==> config.mk <==
export PLATFORM = sky130hd
export DESIGN_NAME = noload_detector
export DESIGN_NICKNAME = d
export VERILOG_FILES = /design/src/core/noload_pkg.sv /design/src/core/noload_mag_cmp.sv /design/src/core/noload_energy_gate.sv /design/src/core/noload_detector.sv
export SDC_FILE = /design/constraint.sdc
export NUM_CORES = 1
export LEC_CHECK = 0
export ABC_AREA = 1
export BUFFER_PORTS_ARGS = -buffer_cell sky130_fd_sc_hd__clkbuf_2
export CELL_PAD_IN_SITES_DETAIL_PLACEMENT = 0
export CELL_PAD_IN_SITES_GLOBAL_PLACEMENT = 2
export CORE_ASPECT_RATIO = 0.8
export CORE_UTILIZATION = 33
export CTS_CLUSTER_DIAMETER = 120
export CTS_CLUSTER_SIZE = 12
export DETAILED_ROUTE_END_ITERATION = 16
export PLACE_DENSITY_LB_ADDON = 0.1
export SYNTH_ARGS = -nofsm -noshare
export SYNTH_HDL_FRONTEND = slang
export SYNTH_SLANG_ARGS = --single-unit
==> constraint.sdc <==
create_clock -name clock -period 5.1 [get_ports clock]
set_clock_uncertainty 0.2 [all_clocks]
set_input_delay 0.255 -clock clock [delete_from_list [all_inputs] [get_ports clock]]
set_output_delay 0.255 -clock clock [all_outputs]
set_load 0.05 [all_outputs]
==> src/core/noload_pkg.sv <==
// Constants, types and helpers shared by the no-load detector files.
// Assumes a single 20 MHz clock and 28-bit signed DSP power samples.
//
// Behaviour
// - Fundamental no load when both fundamental power magnitudes are within thresholds.
// - In fundamental no load, fundamental energy and pulses of that phase stop.
// - Fundamental comparison reuses the shared active and reactive threshold registers.
// - Negative active or reactive thresholds disable fundamental no-load detection.
// - Status bit 1 sets when any phase changes fundamental no-load state.
// - Phase register bits 5..3 show fundamental state C,B,A, updated with flag.
// - Mask bit 1 set routes the fundamental flag onto the low interrupt line.
// - Writing status bit 1 as one clears it and releases the line.
// - Apparent no load when apparent power magnitude is within its threshold.
// - In apparent no load, apparent energy and pulses of that phase stop.
// - A negative apparent threshold disables apparent no-load detection.
// - Apparent threshold is signed 24 bits, zero padded to 32, extended to 28.
// - Registers transfer as 32, 16 or 8 bit words; processing uses 28 bits.
// - Status bit 2 sets when any phase enters or exits apparent no load.
// - Phase register bits 8..6 show apparent state C,B,A, updated with flag.
// - Mask bit 2 set routes the apparent flag onto the low interrupt line.
// - Writing status bit 2 as one clears it and releases the line.
// - Active and reactive thresholds are signed 24-bit positive power levels.
// - Flags set regardless of mask; mask only gates the interrupt line.
// - Interrupt line is active low and stays low until enabled flags clear.
package noload_pkg;

  localparam int unsigned DSP_W = 28;
  localparam int unsigned THR_W = 24;
  localparam int unsigned WORD_W = 32;
  localparam int unsigned ADDR_W = 16;
  localparam int unsigned NPH = 3;

  // ---------------------------------------------------------------
  // Register offsets
  // ---------------------------------------------------------------
  localparam logic [15:0] ACTIVE_THR_OFS = 16'h0000;
  localparam logic [15:0] REACTIVE_THR_OFS = 16'h0004;
  localparam logic [15:0] APPARENT_THR_OFS = 16'h0008;
  localparam logic [15:0] SECOND_STATUS_OFS = 16'h000C;
  localparam logic [15:0] SECOND_MASK_OFS = 16'h0010;
  localparam logic [15:0] PHASE_NOLOAD_OFS = 16'h0014;

  // ---------------------------------------------------------------
  // Field positions and reset values
  // ---------------------------------------------------------------
  localparam int unsigned FUND_FLAG_BIT = 1;
  localparam int unsigned APP_FLAG_BIT = 2;
  localparam int unsigned FUND_PH_LSB = 3;
  localparam int unsigned APP_PH_LSB = 6;
  localparam logic [23:0] THR_RESET = 24'h00_0000;
  localparam logic [1:0] FLAG_RESET = 2'h0;
  localparam logic [2:0] STATE_RESET = 3'h0;

  typedef enum logic [1:0] {
    SIZE_8 = 2'b00,
    SIZE_16 = 2'b01,
    SIZE_32 = 2'b10
  } xfer_size_e;

  // Magnitude of a 28-bit sample; -2^27 still fits unsigned
  function automatic logic [DSP_W-1:0] mag(input logic [DSP_W-1:0] v);
    mag = v[DSP_W-1] ? DSP_W'(~v + 28'h000_0001) : v;
  endfunction

  function automatic logic [DSP_W-1:0] sext_thr(input logic [THR_W-1:0] t);
    sext_thr = {{(DSP_W-THR_W){t[THR_W-1]}}, t};
  endfunction

  // Narrow serial words replace only the low bytes
  function automatic logic [THR_W-1:0] merge_thr(input logic [THR_W-1:0] old_v,
                                                 input logic [WORD_W-1:0] w,
                                                 input logic [1:0] size);
    logic [THR_W-1:0] r;
    r = old_v;
    if (size == SIZE_8) begin
      r[7:0] = w[7:0];
    end else if (size == SIZE_16) begin
      r[15:0] = w[15:0];
    end else begin
      r = w[THR_W-1:0];
    end
    merge_thr = r;
  endfunction

endpackage

==> src/core/noload_mag_cmp.sv <==
// Magnitude-versus-threshold compare for one power quantity.
// Assumes a 28-bit signed sample and a 24-bit signed threshold.
`timescale 1ns/1ps
module noload_mag_cmp (
  // Sample and limit
  input wire logic [noload_pkg::DSP_W-1:0] power,
  input wire logic [noload_pkg::THR_W-1:0] thr,
  // Result
  output logic below
);
  import noload_pkg::*;

  logic [DSP_W-1:0] thr_ext;

  always_comb begin
    thr_ext = sext_thr(thr);
    // Negative limit switches the detector off
    below = !thr[THR_W-1] && (mag(power) <= thr_ext);
  end

endmodule

==> src/core/noload_energy_gate.sv <==
// Gates one phase's power sample and pulse request while in no load.
// Assumes sample_valid marks new power data, one cycle wide.
`timescale 1ns/1ps
module noload_energy_gate (
  // Clock and reset
  input wire logic clock,
  input wire logic nrst,
  input wire logic soft_rst,
  // Sample side
  input wire logic sample_valid,
  input wire logic noload,
  input wire logic [noload_pkg::DSP_W-1:0] power_in,
  input wire logic pulse_in,
  // Accumulator side
  output logic [noload_pkg::DSP_W-1:0] power_out,
  output logic pulse_out
);
  import noload_pkg::*;

  logic [DSP_W-1:0] power_reg;
  logic [DSP_W-1:0] power_next;

  always_comb begin
    power_next = power_reg;
    if (soft_rst) begin
      power_next = '0;
    end else if (sample_valid) begin
      // Zero power means nothing accumulates
      power_next = noload ? '0 : power_in;
    end
  end

  always_ff @(posedge clock or negedge nrst) begin
    if (!nrst) begin
      power_reg <= '0;
    end else begin
      power_reg <= power_next;
    end
  end

  assign power_out = power_reg;
  assign pulse_out = pulse_in && !noload;

endmodule

==> src/core/noload_detector.sv <==
// Per-phase fundamental and apparent no-load detector with its registers.
// Assumes register strobes from the serial port front end, one cycle each.
`timescale 1ns/1ps
module noload_detector (
  // Clock and reset
  input wire logic clock,
  input wire logic nrst,
  input wire logic soft_rst,
  // Power samples, phase A in index 0
  input wire logic sample_valid,
  input wire logic [noload_pkg::NPH-1:0][noload_pkg::DSP_W-1:0] fund_active_pwr,
  input wire logic [noload_pkg::NPH-1:0][noload_pkg::DSP_W-1:0] fund_reactive_pwr,
  input wire logic [noload_pkg::NPH-1:0][noload_pkg::DSP_W-1:0] apparent_pwr,
  // Pulse requests from energy-to-frequency stages
  input wire logic [noload_pkg::NPH-1:0] fund_active_pulse_req,
  input wire logic [noload_pkg::NPH-1:0] fund_reactive_pulse_req,
  input wire logic [noload_pkg::NPH-1:0] apparent_pulse_req,
  // Gated powers to the energy accumulators
  output logic [noload_pkg::NPH-1:0][noload_pkg::DSP_W-1:0] fund_active_acc,
  output logic [noload_pkg::NPH-1:0][noload_pkg::DSP_W-1:0] fund_reactive_acc,
  output logic [noload_pkg::NPH-1:0][noload_pkg::DSP_W-1:0] apparent_acc,
  output logic [noload_pkg::NPH-1:0] fund_accum_en,
  output logic [noload_pkg::NPH-1:0] apparent_accum_en,
  // Gated pulse requests to the calibration outputs
  output logic [noload_pkg::NPH-1:0] fund_active_pulse,
  output logic [noload_pkg::NPH-1:0] fund_reactive_pulse,
  output logic [noload_pkg::NPH-1:0] apparent_pulse,
  // Register port from the serial interface
  input wire logic [noload_pkg::ADDR_W-1:0] reg_addr,
  input wire logic reg_wr,
  input wire logic reg_rd,
  input wire logic [1:0] reg_size,
  input wire logic [noload_pkg::WORD_W-1:0] reg_wdata,
  output logic [noload_pkg::WORD_W-1:0] reg_rdata,
  output logic reg_rvalid,
  // Interrupt
  output logic second_irq_line_n
);
  import noload_pkg::*;

  // ---------------------------------------------------------------
  // Threshold registers
  // ---------------------------------------------------------------
  logic [THR_W-1:0] active_noload_threshold_reg;
  logic [THR_W-1:0] active_noload_threshold_next;

  logic [THR_W-1:0] reactive_noload_threshold_reg;
  logic [THR_W-1:0] reactive_noload_threshold_next;

  logic [THR_W-1:0] apparent_noload_threshold_reg;
  logic [THR_W-1:0] apparent_noload_threshold_next;

  logic wr_active;
  logic wr_reactive;
  logic wr_apparent;
  logic wr_status;
  logic wr_mask;

  always_comb begin
    wr_active = reg_wr && (reg_addr == ACTIVE_THR_OFS);
    wr_reactive = reg_wr && (reg_addr == REACTIVE_THR_OFS);
    wr_apparent = reg_wr && (reg_addr == APPARENT_THR_OFS);
    wr_status = reg_wr && (reg_addr == SECOND_STATUS_OFS);
    wr_mask = reg_wr && (reg_addr == SECOND_MASK_OFS);
  end

  always_comb begin
    active_noload_threshold_next = active_noload_threshold_reg;
    reactive_noload_threshold_next = reactive_noload_threshold_reg;
    apparent_noload_threshold_next = apparent_noload_threshold_reg;
    if (soft_rst) begin
      active_noload_threshold_next = THR_RESET;
      reactive_noload_threshold_next = THR_RESET;
      apparent_noload_threshold_next = THR_RESET;
    end else begin
      // Upper byte of a 32-bit write is padding and is dropped
      if (wr_active) begin
        active_noload_threshold_next = merge_thr(active_noload_threshold_reg, reg_wdata, reg_size);
      end
      if (wr_reactive) begin
        reactive_noload_threshold_next = merge_thr(reactive_noload_threshold_reg, reg_wdata, reg_size);
      end
      if (wr_apparent) begin
        apparent_noload_threshold_next = merge_thr(apparent_noload_threshold_reg, reg_wdata, reg_size);
      end
    end
  end

  always_ff @(posedge clock or negedge nrst) begin
    if (!nrst) begin
      active_noload_threshold_reg <= THR_RESET;
      reactive_noload_threshold_reg <= THR_RESET;
      apparent_noload_threshold_reg <= THR_RESET;
    end else begin
      active_noload_threshold_reg <= active_noload_threshold_next;
      reactive_noload_threshold_reg <= reactive_noload_threshold_next;
      apparent_noload_threshold_reg <= apparent_noload_threshold_next;
    end
  end

  // ---------------------------------------------------------------
  // Per-phase comparisons
  // ---------------------------------------------------------------
  logic [NPH-1:0] act_below;
  logic [NPH-1:0] react_below;
  logic [NPH-1:0] app_below;

  logic [NPH-1:0] fund_cond;

  for (genvar p = 0; p < NPH; p++) begin : g_cmp
    // Same limits as the total-power detector; no separate set
    noload_mag_cmp u_act_cmp (
      .power(fund_active_pwr[p]),
      .thr(active_noload_threshold_reg),
      .below(act_below[p])
    );
    noload_mag_cmp u_react_cmp (
      .power(fund_reactive_pwr[p]),
      .thr(reactive_noload_threshold_reg),
      .below(react_below[p])
    );
    noload_mag_cmp u_app_cmp (
      .power(apparent_pwr[p]),
      .thr(apparent_noload_threshold_reg),
      .below(app_below[p])
    );
  end

  // Either negative limit switches fundamental detection off
  assign fund_cond = act_below & react_below;

  // ---------------------------------------------------------------
  // Phase state, flags and mask
  // ---------------------------------------------------------------
  logic [NPH-1:0] fund_noload_phase_state_reg;
  logic [NPH-1:0] fund_noload_phase_state_next;
  logic [NPH-1:0] apparent_noload_phase_state_reg;
  logic [NPH-1:0] apparent_noload_phase_state_next;

  logic fund_noload_flag_reg;
  logic fund_noload_flag_next;
  logic apparent_noload_flag_reg;
  logic apparent_noload_flag_next;

  logic fund_mask_reg;
  logic fund_mask_next;
  logic apparent_mask_reg;
  logic apparent_mask_next;

  logic fund_change;
  logic app_change;

  always_comb begin
    fund_noload_phase_state_next = fund_noload_phase_state_reg;
    apparent_noload_phase_state_next = apparent_noload_phase_state_reg;
    if (sample_valid) begin
      fund_noload_phase_state_next = fund_cond;
      apparent_noload_phase_state_next = app_below;
    end
    if (soft_rst) begin
      fund_noload_phase_state_next = STATE_RESET;
      apparent_noload_phase_state_next = STATE_RESET;
    end
    fund_change = sample_valid && (fund_cond != fund_noload_phase_state_reg);
    app_change = sample_valid && (app_below != apparent_noload_phase_state_reg);
  end

  always_comb begin
    fund_noload_flag_next = fund_noload_flag_reg;
    apparent_noload_flag_next = apparent_noload_flag_reg;
    fund_mask_next = fund_mask_reg;
    apparent_mask_next = apparent_mask_reg;
    // Write-one-to-clear; a change in the same cycle wins
    if (wr_status && reg_wdata[FUND_FLAG_BIT]) begin
      fund_noload_flag_next = 1'b0;
    end
    if (wr_status && reg_wdata[APP_FLAG_BIT]) begin
      apparent_noload_flag_next = 1'b0;
    end
    // Flags set whatever the mask says
    if (fund_change) begin
      fund_noload_flag_next = 1'b1;
    end
    if (app_change) begin
      apparent_noload_flag_next = 1'b1;
    end
    // Mask bits other than 1 and 2 are not kept
    if (wr_mask) begin
      fund_mask_next = reg_wdata[FUND_FLAG_BIT];
      apparent_mask_next = reg_wdata[APP_FLAG_BIT];
    end
    if (soft_rst) begin
      fund_noload_flag_next = 1'b0;
      apparent_noload_flag_next = 1'b0;
      fund_mask_next = 1'b0;
      apparent_mask_next = 1'b0;
    end
  end

  always_ff @(posedge clock or negedge nrst) begin
    if (!nrst) begin
      fund_noload_phase_state_reg <= STATE_RESET;
      apparent_noload_phase_state_reg <= STATE_RESET;
      fund_noload_flag_reg <= FLAG_RESET[0];
      apparent_noload_flag_reg <= FLAG_RESET[0];
      fund_mask_reg <= FLAG_RESET[0];
      apparent_mask_reg <= FLAG_RESET[0];
    end else begin
      // State bits and flag move on the same edge
      fund_noload_phase_state_reg <= fund_noload_phase_state_next;
      apparent_noload_phase_state_reg <= apparent_noload_phase_state_next;
      fund_noload_flag_reg <= fund_noload_flag_next;
      apparent_noload_flag_reg <= apparent_noload_flag_next;
      fund_mask_reg <= fund_mask_next;
      apparent_mask_reg <= apparent_mask_next;
    end
  end

  logic fund_irq;
  logic app_irq;

  assign fund_irq = fund_noload_flag_reg && fund_mask_reg;
  assign app_irq = apparent_noload_flag_reg && apparent_mask_reg;
  // Low while any enabled flag stands
  assign second_irq_line_n = !(fund_irq || app_irq);

  // ---------------------------------------------------------------
  // Energy and pulse gating
  // ---------------------------------------------------------------
  // Gating uses the fresh comparison so the very sample that enters
  // no load is already withheld from the accumulators.
  logic [NPH-1:0] fund_gate;
  logic [NPH-1:0] app_gate;

  always_comb begin
    fund_gate = sample_valid ? fund_cond : fund_noload_phase_state_reg;
    app_gate = sample_valid ? app_below : apparent_noload_phase_state_reg;
  end

  for (genvar p = 0; p < NPH; p++) begin : g_gate
    noload_energy_gate u_fund_act_gate (
      .clock(clock),
      .nrst(nrst),
      .soft_rst(soft_rst),
      .sample_valid(sample_valid),
      .noload(fund_gate[p]),
      .power_in(fund_active_pwr[p]),
      .pulse_in(fund_active_pulse_req[p]),
      .power_out(fund_active_acc[p]),
      .pulse_out(fund_active_pulse[p])
    );
    noload_energy_gate u_fund_react_gate (
      .clock(clock),
      .nrst(nrst),
      .soft_rst(soft_rst),
      .sample_valid(sample_valid),
      .noload(fund_gate[p]),
      .power_in(fund_reactive_pwr[p]),
      .pulse_in(fund_reactive_pulse_req[p]),
      .power_out(fund_reactive_acc[p]),
      .pulse_out(fund_reactive_pulse[p])
    );
    noload_energy_gate u_app_gate (
      .clock(clock),
      .nrst(nrst),
      .soft_rst(soft_rst),
      .sample_valid(sample_valid),
      .noload(app_gate[p]),
      .power_in(apparent_pwr[p]),
      .pulse_in(apparent_pulse_req[p]),
      .power_out(apparent_acc[p]),
      .pulse_out(apparent_pulse[p])
    );
  end

  assign fund_accum_en = ~fund_noload_phase_state_reg;
  assign apparent_accum_en = ~apparent_noload_phase_state_reg;

  // ---------------------------------------------------------------
  // Register read path
  // ---------------------------------------------------------------
  logic [WORD_W-1:0] rdata_reg;
  logic [WORD_W-1:0] rdata_next;
  logic rvalid_reg;
  logic rvalid_next;

  logic [WORD_W-1:0] rd_word;

  logic [WORD_W-1:0] status_word;
  logic [WORD_W-1:0] mask_word;
  logic [WORD_W-1:0] phase_word;

  always_comb begin
    status_word = '0;
    status_word[FUND_FLAG_BIT] = fund_noload_flag_reg;
    status_word[APP_FLAG_BIT] = apparent_noload_flag_reg;
    mask_word = '0;
    mask_word[FUND_FLAG_BIT] = fund_mask_reg;
    mask_word[APP_FLAG_BIT] = apparent_mask_reg;
    phase_word = '0;
    phase_word[FUND_PH_LSB +: NPH] = fund_noload_phase_state_reg;
    phase_word[APP_PH_LSB +: NPH] = apparent_noload_phase_state_reg;
  end

  always_comb begin
    unique case (reg_addr)
      // Thresholds read back with the top byte as zero
      ACTIVE_THR_OFS: rd_word = {8'h00, active_noload_threshold_reg};
      REACTIVE_THR_OFS: rd_word = {8'h00, reactive_noload_threshold_reg};
      APPARENT_THR_OFS: rd_word = {8'h00, apparent_noload_threshold_reg};
      SECOND_STATUS_OFS: rd_word = status_word;
      SECOND_MASK_OFS: rd_word = mask_word;
      PHASE_NOLOAD_OFS: rd_word = phase_word;
      default: rd_word = '0;
    endcase
  end

  always_comb begin
    rdata_next = rdata_reg;
    rvalid_next = 1'b0;
    if (reg_rd) begin
      rvalid_next = 1'b1;
      // Narrow reads return the low bytes, zero extended
      unique case (reg_size)
        SIZE_8: rdata_next = {24'h00_0000, rd_word[7:0]};
        SIZE_16: rdata_next = {16'h0000, rd_word[15:0]};
        default: rdata_next = rd_word;
      endcase
    end
  end

  always_ff @(posedge clock or negedge nrst) begin
    if (!nrst) begin
      rdata_reg <= '0;
      rvalid_reg <= 1'b0;
    end else begin
      rdata_reg <= rdata_next;
      rvalid_reg <= rvalid_next;
    end
  end

  assign reg_rdata = rdata_reg;
  assign reg_rvalid = rvalid_reg;

endmodule

Yosys cells after proc, flatten, opt, wreduce, memory -nomap -nowiden

Cells that the tools add are included.

Bits in registers: 367
Bits in latches: 0
RAM bits: 0
Bits in read-only memories: 0
Input bits: 317
Output and inout port bits: 301
Logic and storage cells: 182
Memories: 0

Add/sub/neg operators: 9
$mul: 0
Divide/modulo/power cells: 0
Order comparisons: 9
Eq/ne operators: 10
Shift operators: 0
Multiplexer cells: 61
Bitwise logic cells: 12
Reduce and logical (&&, ||, !) cells: 55

Operators with widths:

| kind                                                             | count |
|---|---|
| 28-bit two-way mux                                               | 36 |
| 28-bit by 1-bit adder with 28-bit output, second input constant  | 9 |
| 28-bit less-or-equal comparator                                  | 9 |
| 28-bit inverter                                                  | 9 |
| 24-bit two-way mux                                               | 6 |
| 24-bit one-hot mux with 6 select lines                           | 1 |
| 24-bit one-hot mux with 2 select lines                           | 1 |
| 16-bit by 4-bit == test with 1-bit output, second input constant | 2 |
| 16-bit by 5-bit == test with 1-bit output, second input constant | 2 |
| 1-bit logical AND                                                | 29 |
| 16-bit by 3-bit == test with 1-bit output, second input constant | 1 |
| 16-bit zero test                                                 | 1 |
| 16-bit two-way mux                                               | 1 |
| 3-bit two-way mux                                                | 4 |
| 1-bit two-way mux                                                | 11 |
| 1-bit zero test                                                  | 10 |
| 2-bit nonzero test                                               | 5 |
| 3-bit AND reduction                                              | 3 |
| 8-bit two-way mux                                                | 1 |
| 3-bit != test                                                    | 2 |
| 3-bit inverter                                                   | 2 |
| 2-bit AND reduction                                              | 3 |
| 3-bit nonzero test                                               | 2 |
| 2-bit != test, second input constant                             | 2 |
| other kinds (4)                                                  | 4 |

Longest topological paths before layout

Gate-level depths: netlist (run 1).

Word-level depth: 10
Mapped depth: 28
Gate-level depth less buffers: 28

By module

Synthesis (run 1) repeated with hierarchy kept, for this count alone.

Cell total of the unflattened synthesis: 4080
Area total of the unflattened synthesis: 29231.8 sq um

Modules (own cells, without submodules):

| module                                   | times used | cells each | area an instance (sq um) | sequential area each (sq um) |
|---|---|---|---|---|
| noload_mag_cmp at g_cmp[0].u_act_cmp ... | 8          | 257        | 1486.4                   | 0.0 |
| noload_energy_gate                       | 9          | 123        | 1167.4                   | 700.7 |
| noload_detector                          | 1          | 646        | 5276.3                   | 2677.6 |
| noload_mag_cmp at g_cmp[0].u_react_cmp   | 1          | 271        | 1557.7                   | 0.0 |

Worst setup path before layout (run 1)

OpenSTA, ideal clock, no wires.

Path kind: in2out
Start: in apparent_pwr[28] (netlist bit)
End: out apparent_pulse[1] (netlist bit)
Arrival time: 3.155 ns
Data required time: 4.645 ns
Setup slack: 1.490 ns
Stages on the path: 24
Buffers on the path: 2
Path through: inv_1 -> ha_1 -> nand2_1 -> nor3_1 -> nand2_1 -> nor3_2 -> nand3_1 -> nand2_1 -> nand2_1 -> a21oi_1 -> o21ai_1 -> xor2_1 -> ha_1 -> nand2_1 -> nor2_1 -> nand2_1 -> nor4_2 -> nand3_1 -> nand2_1 -> nand3_1 -> nand2_1 -> clkbuf_1 -> nor2_1 -> buf_4

Cells in the longest elaborated chain, start to end: 8

Ends and longest elaborated chain:

| item                                     | RTL line                 | RTL |
|---|---|---|
| from (decl)                              | noload_detector.sv:13    | `input wire logic [noload_pkg::NPH-1:0][noload_pkg::DSP_W-1:0] apparent_pwr,` |
| 28-bit inverter                          | noload_pkg.sv:62         | `mag = v[DSP_W-1] ? DSP_W'(~v + 28'h000_0001) : v;` |
| 28-bit by 1-bit adder with 28-bit output | noload_pkg.sv:62         |  |
| 28-bit two-way mux (*)                   | noload_pkg.sv:62         |  |
| 28-bit less-or-equal comparator (*)      | noload_mag_cmp.sv:18     | `below = !thr[THR_W-1] && (mag(power) <= thr_ext);` |
| 1-bit logical AND (*)                    | noload_mag_cmp.sv:18     |  |
| 3-bit two-way mux (*)                    | n/a                      |  |
| 1-bit zero test (*)                      | noload_energy_gate.sv:42 | `assign pulse_out = pulse_in && !noload;` |
| 1-bit logical AND (*)                    | noload_energy_gate.sv:42 |  |
| to (decl)                                | noload_detector.sv:27    | `output logic [noload_pkg::NPH-1:0] apparent_pulse,` |

Mark *: on every way between the ends. The rest lies on a longest branch, timed or not.

Worst setup path in the final report (run 1)

Start: in fund_reactive_pwr[0] (netlist bit)
End: out fund_active_pulse[0] (netlist bit)

Cells in the longest elaborated chain, start to end: 9

Ends and longest elaborated chain:

| item                                     | RTL line                 | RTL |
|---|---|---|
| from (decl)                              | noload_detector.sv:12    | `input wire logic [noload_pkg::NPH-1:0][noload_pkg::DSP_W-1:0] fund_reactive_pwr,` |
| 28-bit inverter                          | noload_pkg.sv:62         |  |
| 28-bit by 1-bit adder with 28-bit output | noload_pkg.sv:62         |  |
| 28-bit two-way mux (*)                   | noload_pkg.sv:62         |  |
| 28-bit less-or-equal comparator (*)      | noload_mag_cmp.sv:18     |  |
| 1-bit logical AND (*)                    | noload_mag_cmp.sv:18     |  |
| 3-bit bitwise AND (*)                    | noload_detector.sv:130   | `assign fund_cond = act_below & react_below;` |
| 3-bit two-way mux (*)                    | n/a                      |  |
| 1-bit zero test (*)                      | noload_energy_gate.sv:42 |  |
| 1-bit logical AND (*)                    | noload_energy_gate.sv:42 |  |
| to (decl)                                | noload_detector.sv:25    | `output logic [noload_pkg::NPH-1:0] fund_active_pulse,` |

Marks and branches as above.

==> flow_summary.toml, run 1 <==
[outcome]
outcome = "finished, final reports clean"

[sta]
finalHoldViolCount = 0
period_minus_slack_ns = 4.75
fin_tns_setup_ns = 0
max_slew_margin = 0.212
slew_viol_final = 0
setup_viol = 0
post-route-period-util = 0.932
fmax_mhz = 210
fin_ws_ns = 0.349
worst_pin_slew_ns = 1.18

[yosys]
synth_top_flop_cell = "dfrtp_1"
yosys_warnings = 0
synth-edff-count = 0
yosys.area.top_type = "dfrtp_1"
synthDominantCellAreaShare = 0.341
synthCells = 3583
synth_commonest_cells = "1057 x nand2_1, 359 x dfrtp_1, 323 x inv_1, 281 x nor2_1, 269 x o21ai_0"
syn-cell-area_um2 = 26300
yosysSeqAreaShare = 0.341
synth-async-reset-ratio = 1.00
synth_cell_types = 49
synth_most_common_cell = "nand2_1"
synth.area.top_cells = "dfrtp_1 34%, nand2_1 15%, ha_1 12%"
syn_area_per_cell_um2 = 7.35
ys_ff_latch = 359

[placed_design]
hpwl_mm = 78.0
gp_congestion = 0.810
place_ws_ns = 0.542
place_inst = 5101
io_buffers = 601
postPlaceCellArea_um2 = 30300

[worst_setup_path]
r2r_cells = 14
critPathLaunchType = "input pin"
r2r-start = "reactive_noload_threshold_reg[23]"
r2r_slack_ns = 1.81
critical_path_peak_fanout = 5
critPathKind = "input pin to primary output"
required_ns = 4.64
r2r_end = "g_gate[1].u_fund_react_gate.power_out[1]"
worstPathArrival_ns = 4.30
end_kind = "primary output"

[power]
comb_power_share = 0.368
netSwitchingFraction = 0.402
power.internal_w = 0.00535
power.leakage_nw = 17.2
clock_power_share = 0.277
p_total_w = 0.00894
irDropWorstVdd_mv = 0.171
power.density_nw_per_um2 = 261
power_frac_seq = 0.355
p_switching_w = 0.00359

[layout]
nets = 4971
areaGrowthSynthToFinish_pct = 30.3
drive_above_1_share = 0.171
layoutNonFillerInstCount = 5437
stdcell_area_um2 = 34300

[clocking]
clock_path_buffers = 3
clkSinkCount = 359
ctsHtreeMaxLevel = 2
cts_tree = "done"
clockRootBuffer = "clkbuf_16"
clock_latency_ns = 0.58
clkTransAtPathRegs_ns = 0.06
numCtsBuffers = 35

[global_route]
grt.total_usage = 0.249
overflow = 0
grt_pass1_vias = 25400
antenna_found_initial = 17
grt_first_pass_wirelength_mm = 154
grt_max_degree = 144

[floorplan]
coreArea_um2 = 78900
die_area_um2 = 80900
chipHeight_um = 255
num_rows = 92
die_x_um = 318
start_util = 0.334
io_pins = 618

[routing]
routed_wl_mm = 103
drt_iter0_markers = 1416
ant_nets = 0
viasPerCell = 4.78
vias = 26000
firstDrtPassIters = 5
wl_per_cell_um = 18.9
drc_errors = 0

[hold_path]
worst_hold_path_type = "input pin to asynchronous set/reset pin"

[job]
maxCapViolations = 0
[layout make-up]
type / instances / area [um^2]
fill: 8239 / 44600
multi-input combinational: 2749 / 15600
sequential: 359 / 8980
timing repair buffer: 917 / 6240
tap: 1034 / 1290
inverter: 331 / 1250
clock buffer: 37 / 905
clock inverter: 2 / 25.0
antenna: 8 / 20.0
[how the worst max path moves through the flow]
stage / start / to / depth (start not counted)
2_1_floorplan: apparent_pwr[28] / apparent_pulse[1] / 24
3_3_place_gp: fund_reactive_pwr[28] / fund_reactive_pulse[1] / 22
3_5_place_dp: fund_reactive_pwr[28] / fund_reactive_pulse[1] / 22
4_1_cts: fund_reactive_pwr[29] / fund_active_pulse[1] / 23
5_1_grt: apparent_pwr[59] / apparent_pulse[2] / 23
6_report: fund_reactive_pwr[0] / fund_active_pulse[0] / 28
[what timing repair did]
item | CTS | global route
hold endpoints to repair | 424 | 0
gates resized for setup | 0 | 58
setup endpoints to repair | 0 | 9
buffers inserted | 0 | 4
hold buffers | 285 | 0
[critical path, stage by stage]
cell and delay (ns):
dlygate4sd3_1 0.54, clkbuf_2 0.14, inv_1 0.10, ha_1 0.15, inv_1 0.05, nor3_2 0.13
nand3_1 0.13, nor3_2 0.25, nand4_1 0.15, inv_1 0.07, nand2_1 0.10, o21ai_4 0.23
nand3_1 0.11, xor2_1 0.16, ha_1 0.27, nand2_1 0.06, nor2_2 0.14, nand4_1 0.15
nor2_1 0.15, nand2_1 0.07, nand2_1 0.06, nand2_1 0.09, nand3_2 0.12, nand2_1 0.06
o21ai_1 0.14, inv_2 0.09, nor2_2 0.14, buf_6 0.18
[through the flow]
stage                util  hold slack [ns]
floorplan               -           -0.241
global placement    0.384            0.109
detailed placement  0.384            0.109
CTS                 0.432          0.00838
global route        0.435           0.0647
finish              0.435           0.0494
[routing by layer]
layer	up-vias	wire, um	track usage
li1	13300	-	-
met3	103	5380	0.0448
met4	18	2200	0.0621
met5	-	98	0
met2	548	46600	0.402
met1	12000	48600	0.341
[power groups by stage]
stage | registers, W | clock network (W) | logic (W)
6_report | 0.00317 | 0.00248 | 0.00329
3_3_place_gp | 0.00322 | 0 | 0.00310
4_1_cts | 0.00317 | 0.00257 | 0.00330
3_5_place_dp | 0.00322 | 0 | 0.00311
2_1_floorplan | 0.00375 | 0 | 0.00152
5_1_grt | 0.00320 | 0.00265 | 0.00366
[layout by cell type (no fill, tap or decap), types with 4 or more instances in the layout]
master         instances
diode_2                8
or2_2                  8
nor2_4                 4
inv_1                322
xnor2_1               77
o21bai_1               5
dlygate4sd3_1        285
inv_2                  5
o21ai_1              108
nor3_2                13
clkbuf_4               4
a31oi_1               16
o21ai_0              268
o211ai_1               7
o21a_1                16
o221ai_1              18
a21oi_1              131
nor4_4                 5
conb_1                 8
and2_1                 7
dfrtp_1              359
nand3b_1               4
ha_1                 261
buf_4                 25
clkbuf_2             591
nor4_1                13
clkbuf_16             36
nand3_1              157
o22ai_1               15
nor2_1               272
nand2_2                6
o31ai_1                9
a21o_1                 5
buf_12                 8
nand4_1               48
nor3_1                25
xor2_1               146
nor2_2                15
o21ai_2                5
nand2_1             1054
[kinds of logic (layout without fill, tap and decap cells)]
family                   after synthesis  after routing  synth area share
multiplexers                           1              1          0.000428
XOR/XNOR                             223            223            0.0742
buffers and inverters                482           1287            0.0744
other                                  1             16          0.000142
AND/OR/NAND/NOR                     1649           1649             0.262
AO/OA/AOI/OAI                        607            607             0.124
flip-flops                           359            359             0.341
adder cells (fa/ha/maj)              261            261             0.124
Note: power is estimated with default switching activity, not from simulation.
==> run 2: changes to the inputs <==
- CORE_UTILIZATION: 33 -> 34
- SYNTH_HIERARCHICAL: default -> 1
==> run 2 against run 1 <==
Clock-buffer cell count is 1 lower; hold slack worse by 0.021 ns; maximum frequency is 0.39% lower; synthesized cell count is 14% higher; critical endpoint is now fund_reactive_pulse[1]; largest cell class unchanged; largest power group is now sequential cells.
==> flow_summary.toml, run 2 <==
[sta]
fin_tns_setup_ns = 0
post-route-period-util = 0.935
max_slew_margin = 0.481
slew_viol_final = 0
fin_ws_ns = 0.331
worst_pin_slew_ns = 0.779
holdWs_ns = 0.0285
finalHoldViolCount = 0
period_minus_slack_ns = 4.77
fmax_mhz = 210
setup_viol = 0

[yosys]
synthCells = 4080
synth_commonest_cells = "1351 x nand2_1, 437 x inv_1, 390 x nand3_1, 359 x dfrtp_1, 320 x nor2_1"
ys_ff_latch = 359
yosys_warnings = 6
yosys.area.top_type = "dfrtp_1"
synthDominantCellAreaShare = 0.307
synth-edff-count = 0
synth-async-reset-ratio = 1.00
synth_top_flop_cell = "dfrtp_1"
synth_most_common_cell = "nand2_1"
yosysSeqAreaShare = 0.307
syn-cell-area_um2 = 29200
synth_cell_types = 44
synth.area.top_cells = "dfrtp_1 31%, nand2_1 17%, ha_1 11%"
syn_area_per_cell_um2 = 7.16

[clocking]
numCtsBuffers = 35
clock_path_buffers = 3
clkTransAtPathRegs_ns = 0.06
clock_latency_ns = 0.59
cts_tree = "done"
ctsHtreeMaxLevel = 2
clkSinkCount = 359
clockRootBuffer = "clkbuf_16"

[placed_design]
io_buffers = 601
gp_congestion = 0.839
hpwl_mm = 84.3
place_ws_ns = 0.510

[routing]
firstDrtPassIters = 5
wl_per_cell_um = 18.4
ant_nets = 0
viasPerCell = 4.77
routed_wl_mm = 112
vias = 28900
drt_iter0_markers = 1774
drc_errors = 0

[worst_setup_path]
cp_top_family = "simple AND/OR/NAND/NOR gates"
cpMostUsedCell = "nand2_1"
critical_path_peak_fanout = 6
worst_path_max_delay_cell = "dlygate4sd3_1"
required_ns = 4.64
critPathKind = "input pin to primary output"
max_stage_delay_ns = 0.54
critPathLaunchType = "input pin"
end_kind = "primary output"
worstPathArrival_ns = 4.31
path_buf_inv = 6

[layout]
postLayoutCoreUtil = 0.439
final_common_cell = "nand2_1"
fillers = 8855
areaGrowthSynthToFinish_pct = 27.0
nets = 5525
drive_above_1_share = 0.179
layout_common_cells = "1351 x nand2_1, 596 x clkbuf_2, 436 x inv_1"

[floorplan]
num_rows = 95
io_pins = 618
die_area_um2 = 87200
start_util = 0.346
die_x_um = 330
chipHeight_um = 264
coreArea_um2 = 84500

[global_route]
overflow = 0
antenna_found_initial = 12
grt_max_degree = 123
grt.total_usage = 0.253
grt_first_pass_wirelength_mm = 170
grt_pass1_vias = 28100

[power]
p_total_w = 0.00884
irDropWorstVdd_mv = 0.198
power.leakage_nw = 19.6
power.density_nw_per_um2 = 238

[job]
maxCapViolations = 0

[hold_path]
worst_hold_path_type = "input pin to asynchronous set/reset pin"

[outcome]
outcome = "finished, final reports clean"
-- run 2: cell types whose count changed in the layout (fill, tap and decap cells not counted), moves of 36 or more --
cell / delta
nand2_2: +36
nand2_1: +297
nor2_1: +47
inv_1: +114
o21ai_1: -46
nand3_1: +233
nor2_4: +45
o21ai_0: -217
dlygate4sd3_1: +44
nand3_2: +36
-- run 2: area by class of cell --
type                       instances  area [um^2]  share of cell area
tap                             1115         1400              0.0376
clock buffer                      36          880              0.0237
antenna                            5         12.5            0.000337
timing repair buffer             950         6540               0.176
sequential                       359         8980               0.242
multi-input combinational       3127        17500               0.472
inverter                         474         1780              0.0480
clock inverter                     1         8.76            0.000236
-- run 2: worst paths after layout --
| check | startpoint | to | slack (ns) | cells past startpoint |
|---|---|---|---|---|
| worst max register to register | reactive_noload_threshold_reg[23] | g_gate[1].u_fund_act_gate/power_out[2] | 0.76 | 19 |
| max in group asynchronous | nrst | apparent_noload_threshold_reg[22] | 3.63 | 3 |
| worst min register to register | g_gate[2].u_fund_react_gate/power_out[6] | g_gate[2].u_fund_react_gate/power_out[6] | 0.28 | 2 |
| worst min-delay path | nrst | g_gate[0].u_fund_act_gate/power_out[24] | 0.03 | 2 |
| min in group clock | apparent_pwr[55] | g_gate[1].u_app_gate/power_out[27] | 0.03 | 3 |
| worst max-delay path | fund_reactive_pwr[28] | fund_reactive_pulse[1] | 0.33 | 26 |
-- run 2: timing repair --
item	4_1_cts	5_1_grt
hold buffers	329	0
gates resized for setup	0	15
hold endpoints to repair	531	0
setup endpoints to repair	0	40
buffers inserted	0	2
-- run 2: where the power goes --
part           total (W)  switching (W)  internal [W]
logic            0.00312        0.00208       0.00104
clock network    0.00243        0.00122       0.00122
registers        0.00329       0.000260       0.00303
total            0.00884        0.00355       0.00529
-- run 2: metrics by stage --
step	cell area [um^2]	cells
CTS	37000	6058
global placement	32900	5692
finish	37100	6067
floorplan	29300	4087
global route	37100	6066
detailed placement	32900	5692
-- run 2: kinds of logic after synthesis --
| logic type | after synthesis | synth area share |
|---|---|---|
| other | 1 | 0.000128 |
| buffers and inverters | 603 | 0.0962 |
| flip-flops | 359 | 0.307 |
| adder cells (fa/ha/maj) | 261 | 0.112 |
| AO/OA/AOI/OAI | 354 | 0.0747 |
| AND/OR/NAND/NOR | 2309 | 0.352 |
| XOR/XNOR | 193 | 0.0581 |
-- run 2: routing by layer --
metal	track usage	share of wire	wire, um	vias to the layer above
li1	-	-	-	14800
met1	0.361	0.48	53900	13400
met2	0.401	0.45	50300	655
met3	0.0360	0.048	5400	122
met4	0.0542	0.019	2120	16
met5	0	0.00085	95	-
==> run 3: changes to the inputs <==
- CELL_PAD_IN_SITES_DETAIL_PLACEMENT: 0 -> default
- CELL_PAD_IN_SITES_GLOBAL_PLACEMENT: 2 -> default
- CORE_AREA: default -> 2 2 243 245
- CORE_ASPECT_RATIO: 0.8 -> default
- CORE_UTILIZATION: 34 -> default
- DIE_AREA: default -> 0 0 245 247
- PLACE_DENSITY: default -> 0.75
- PLACE_DENSITY_LB_ADDON: 0.1 -> default
==> run 3 against run 2 <==
Clock-buffer cell count unchanged; the run now ends with hold timing left; sequential power is essentially flat; flip-flop and latch count is the same; power is 1.5% lower.
==> flow_summary.toml, run 3 (same netlist as run 2, synthesis figures left out) <==
[outcome]
outcome = "finished, violations left"
violations = "hold timing"

[layout]
nets = 5494
fillers = 5126
drive_above_1_share = 0.177
stdcell_area_um2 = 36300
postLayoutCoreUtil = 0.624
layout_common_cells = "1351 x nand2_1, 598 x clkbuf_2, 434 x inv_1"
final_common_cell = "nand2_1"
multi_input_area_um2 = 17500
seq_area_um2 = 8980
areaGrowthSynthToFinish_pct = 24.4

[worst_setup_path]
cp_top_family = "buffers and inverters"
end_kind = "primary output"
required_ns = 4.64
critPathKind = "input pin to primary output"
max_stage_delay_ns = 0.56
critPathLaunchType = "input pin"
critical_path_peak_fanout = 6
worstPathArrival_ns = 4.26
cpMostUsedCell = "nand2_1"
r2r_end = "g_gate[1].u_fund_act_gate/power_out[15]"
path_buf_inv = 5
r2r_slack_ns = 0.94
r2r-start = "reactive_noload_threshold_reg[23]"
worst_path_max_delay_cell = "dlygate4sd3_1"
r2r_cells = 18

[floorplan]
die_x_um = 245
die_area_um2 = 60500
coreArea_um2 = 58200
start_util = 0.502
io_pins = 618
chipHeight_um = 247
num_rows = 89

[power]
power.density_nw_per_um2 = 240
power.leakage_nw = 19.5
irDropWorstVdd_mv = 0.314

[routing]
wl_met1_mm = 42.1
top_layer = "met5"
firstDrtPassIters = 6
ant_nets = 0
wl_met2_mm = 48.1
viasPerCell = 5.33
drt_iter0_markers = 2570
routed_wl_mm = 102
route.met3.wl_mm = 7.91
vias = 30300
drc_errors = 0
wl_per_cell_um = 18.0

[sta]
holdWs_ns = -0.00147
fin_tns_setup_ns = 0
finalHoldViolCount = 1
max_slew_margin = 0.312
fmax_mhz = 212
period_minus_slack_ns = 4.72
setup_viol = 0
worst_pin_slew_ns = 1.03
rsz0062_at_grt = "no"
slew_viol_final = 0
post-route-period-util = 0.925

[global_route]
grt_max_degree = 132
grt.total_usage = 0.329
grt_pass1_vias = 28600
overflow = 0
grt_first_pass_wirelength_mm = 156
antenna_found_initial = 10

[clocking]
clock_latency_ns = 0.56
clkTransAtPathRegs_ns = 0.06
clock_path_buffers = 3
clockRootBuffer = "clkbuf_16"
numCtsBuffers = 35
cts_tree = "done"
ctsHtreeMaxLevel = 2
clkSinkCount = 359

[placed_design]
gp_congestion = 0.923
hpwl_mm = 74.1
io_buffers = 601
postPlaceCellArea_um2 = 32400

[hold_path]
worst_hold_path_type = "input pin to asynchronous set/reset pin"

[job]
maxCapViolations = 0
-- run 3: layer usage --
layer	GRT usage	vias up
li1	-	14700
met1	0.420	14100
met2	0.555	1344
met3	0.0598	245
met4	0.128	10
met5	0	-
-- run 3: worst max-delay path by stage --
stage | start | endpoint | cells past startpoint
3_5_place_dp | fund_reactive_pwr[56] | g_gate[2].u_fund_act_gate/power_out[23] | 25
5_1_grt | fund_reactive_pwr[0] | fund_reactive_pulse[0] | 26
6_report | fund_active_pwr[0] | fund_active_pulse[0] | 25
2_1_floorplan | fund_reactive_pwr[0] | fund_active_pulse[0] | 24
4_1_cts | fund_reactive_pwr[63] | fund_active_pulse[2] | 24
3_3_place_gp | fund_reactive_pwr[56] | fund_reactive_pulse[2] | 24
-- run 3: power by group --
part	internal [W]	switching, W	leakage, nW
logic	0.00103	0.00203	14.3
registers	0.00303	0.000264	4.82
clock network	0.00122	0.00114	0.437
-- run 3: through the flow --
| step | setup slack (ns) | hold slack, ns | power [W] | instances |
|---|---|---|---|---|
| after floorplan | 1.50 | -0.241 | 0.00525 | 4087 |
| after global placement | 0.584 | 0.0233 | 0.00610 | 5343 |
| after detailed placement | 0.511 | 0.0317 | 0.00616 | 5343 |
| after CTS | 0.0945 | 0.00229 | 0.00871 | 5687 |
| after global routing | 0.0467 | 0.0448 | 0.00920 | 5693 |
| final | 0.385 | -0.00147 | 0.00871 | 5696 |
-- run 3: what timing repair did --
action,4_1_cts,5_1_grt
setup buffers,0,2
hold buffers,307,0
hold endpoints to repair,396,0
gates resized for setup,0,4
endpoints found under the setup margin,0,9
-- run 3: area by class of cell --
| class | count | area share |
|---|---|---|
| inverter | 474 | 0.0490 |
| tap | 773 | 0.0266 |
| clock buffer | 36 | 0.0242 |
| clock inverter | 1 | 0.000241 |
| sequential | 359 | 0.247 |
| antenna | 7 | 0.000482 |
| multi-input combinational | 3125 | 0.481 |
| timing repair buffer | 921 | 0.172 |
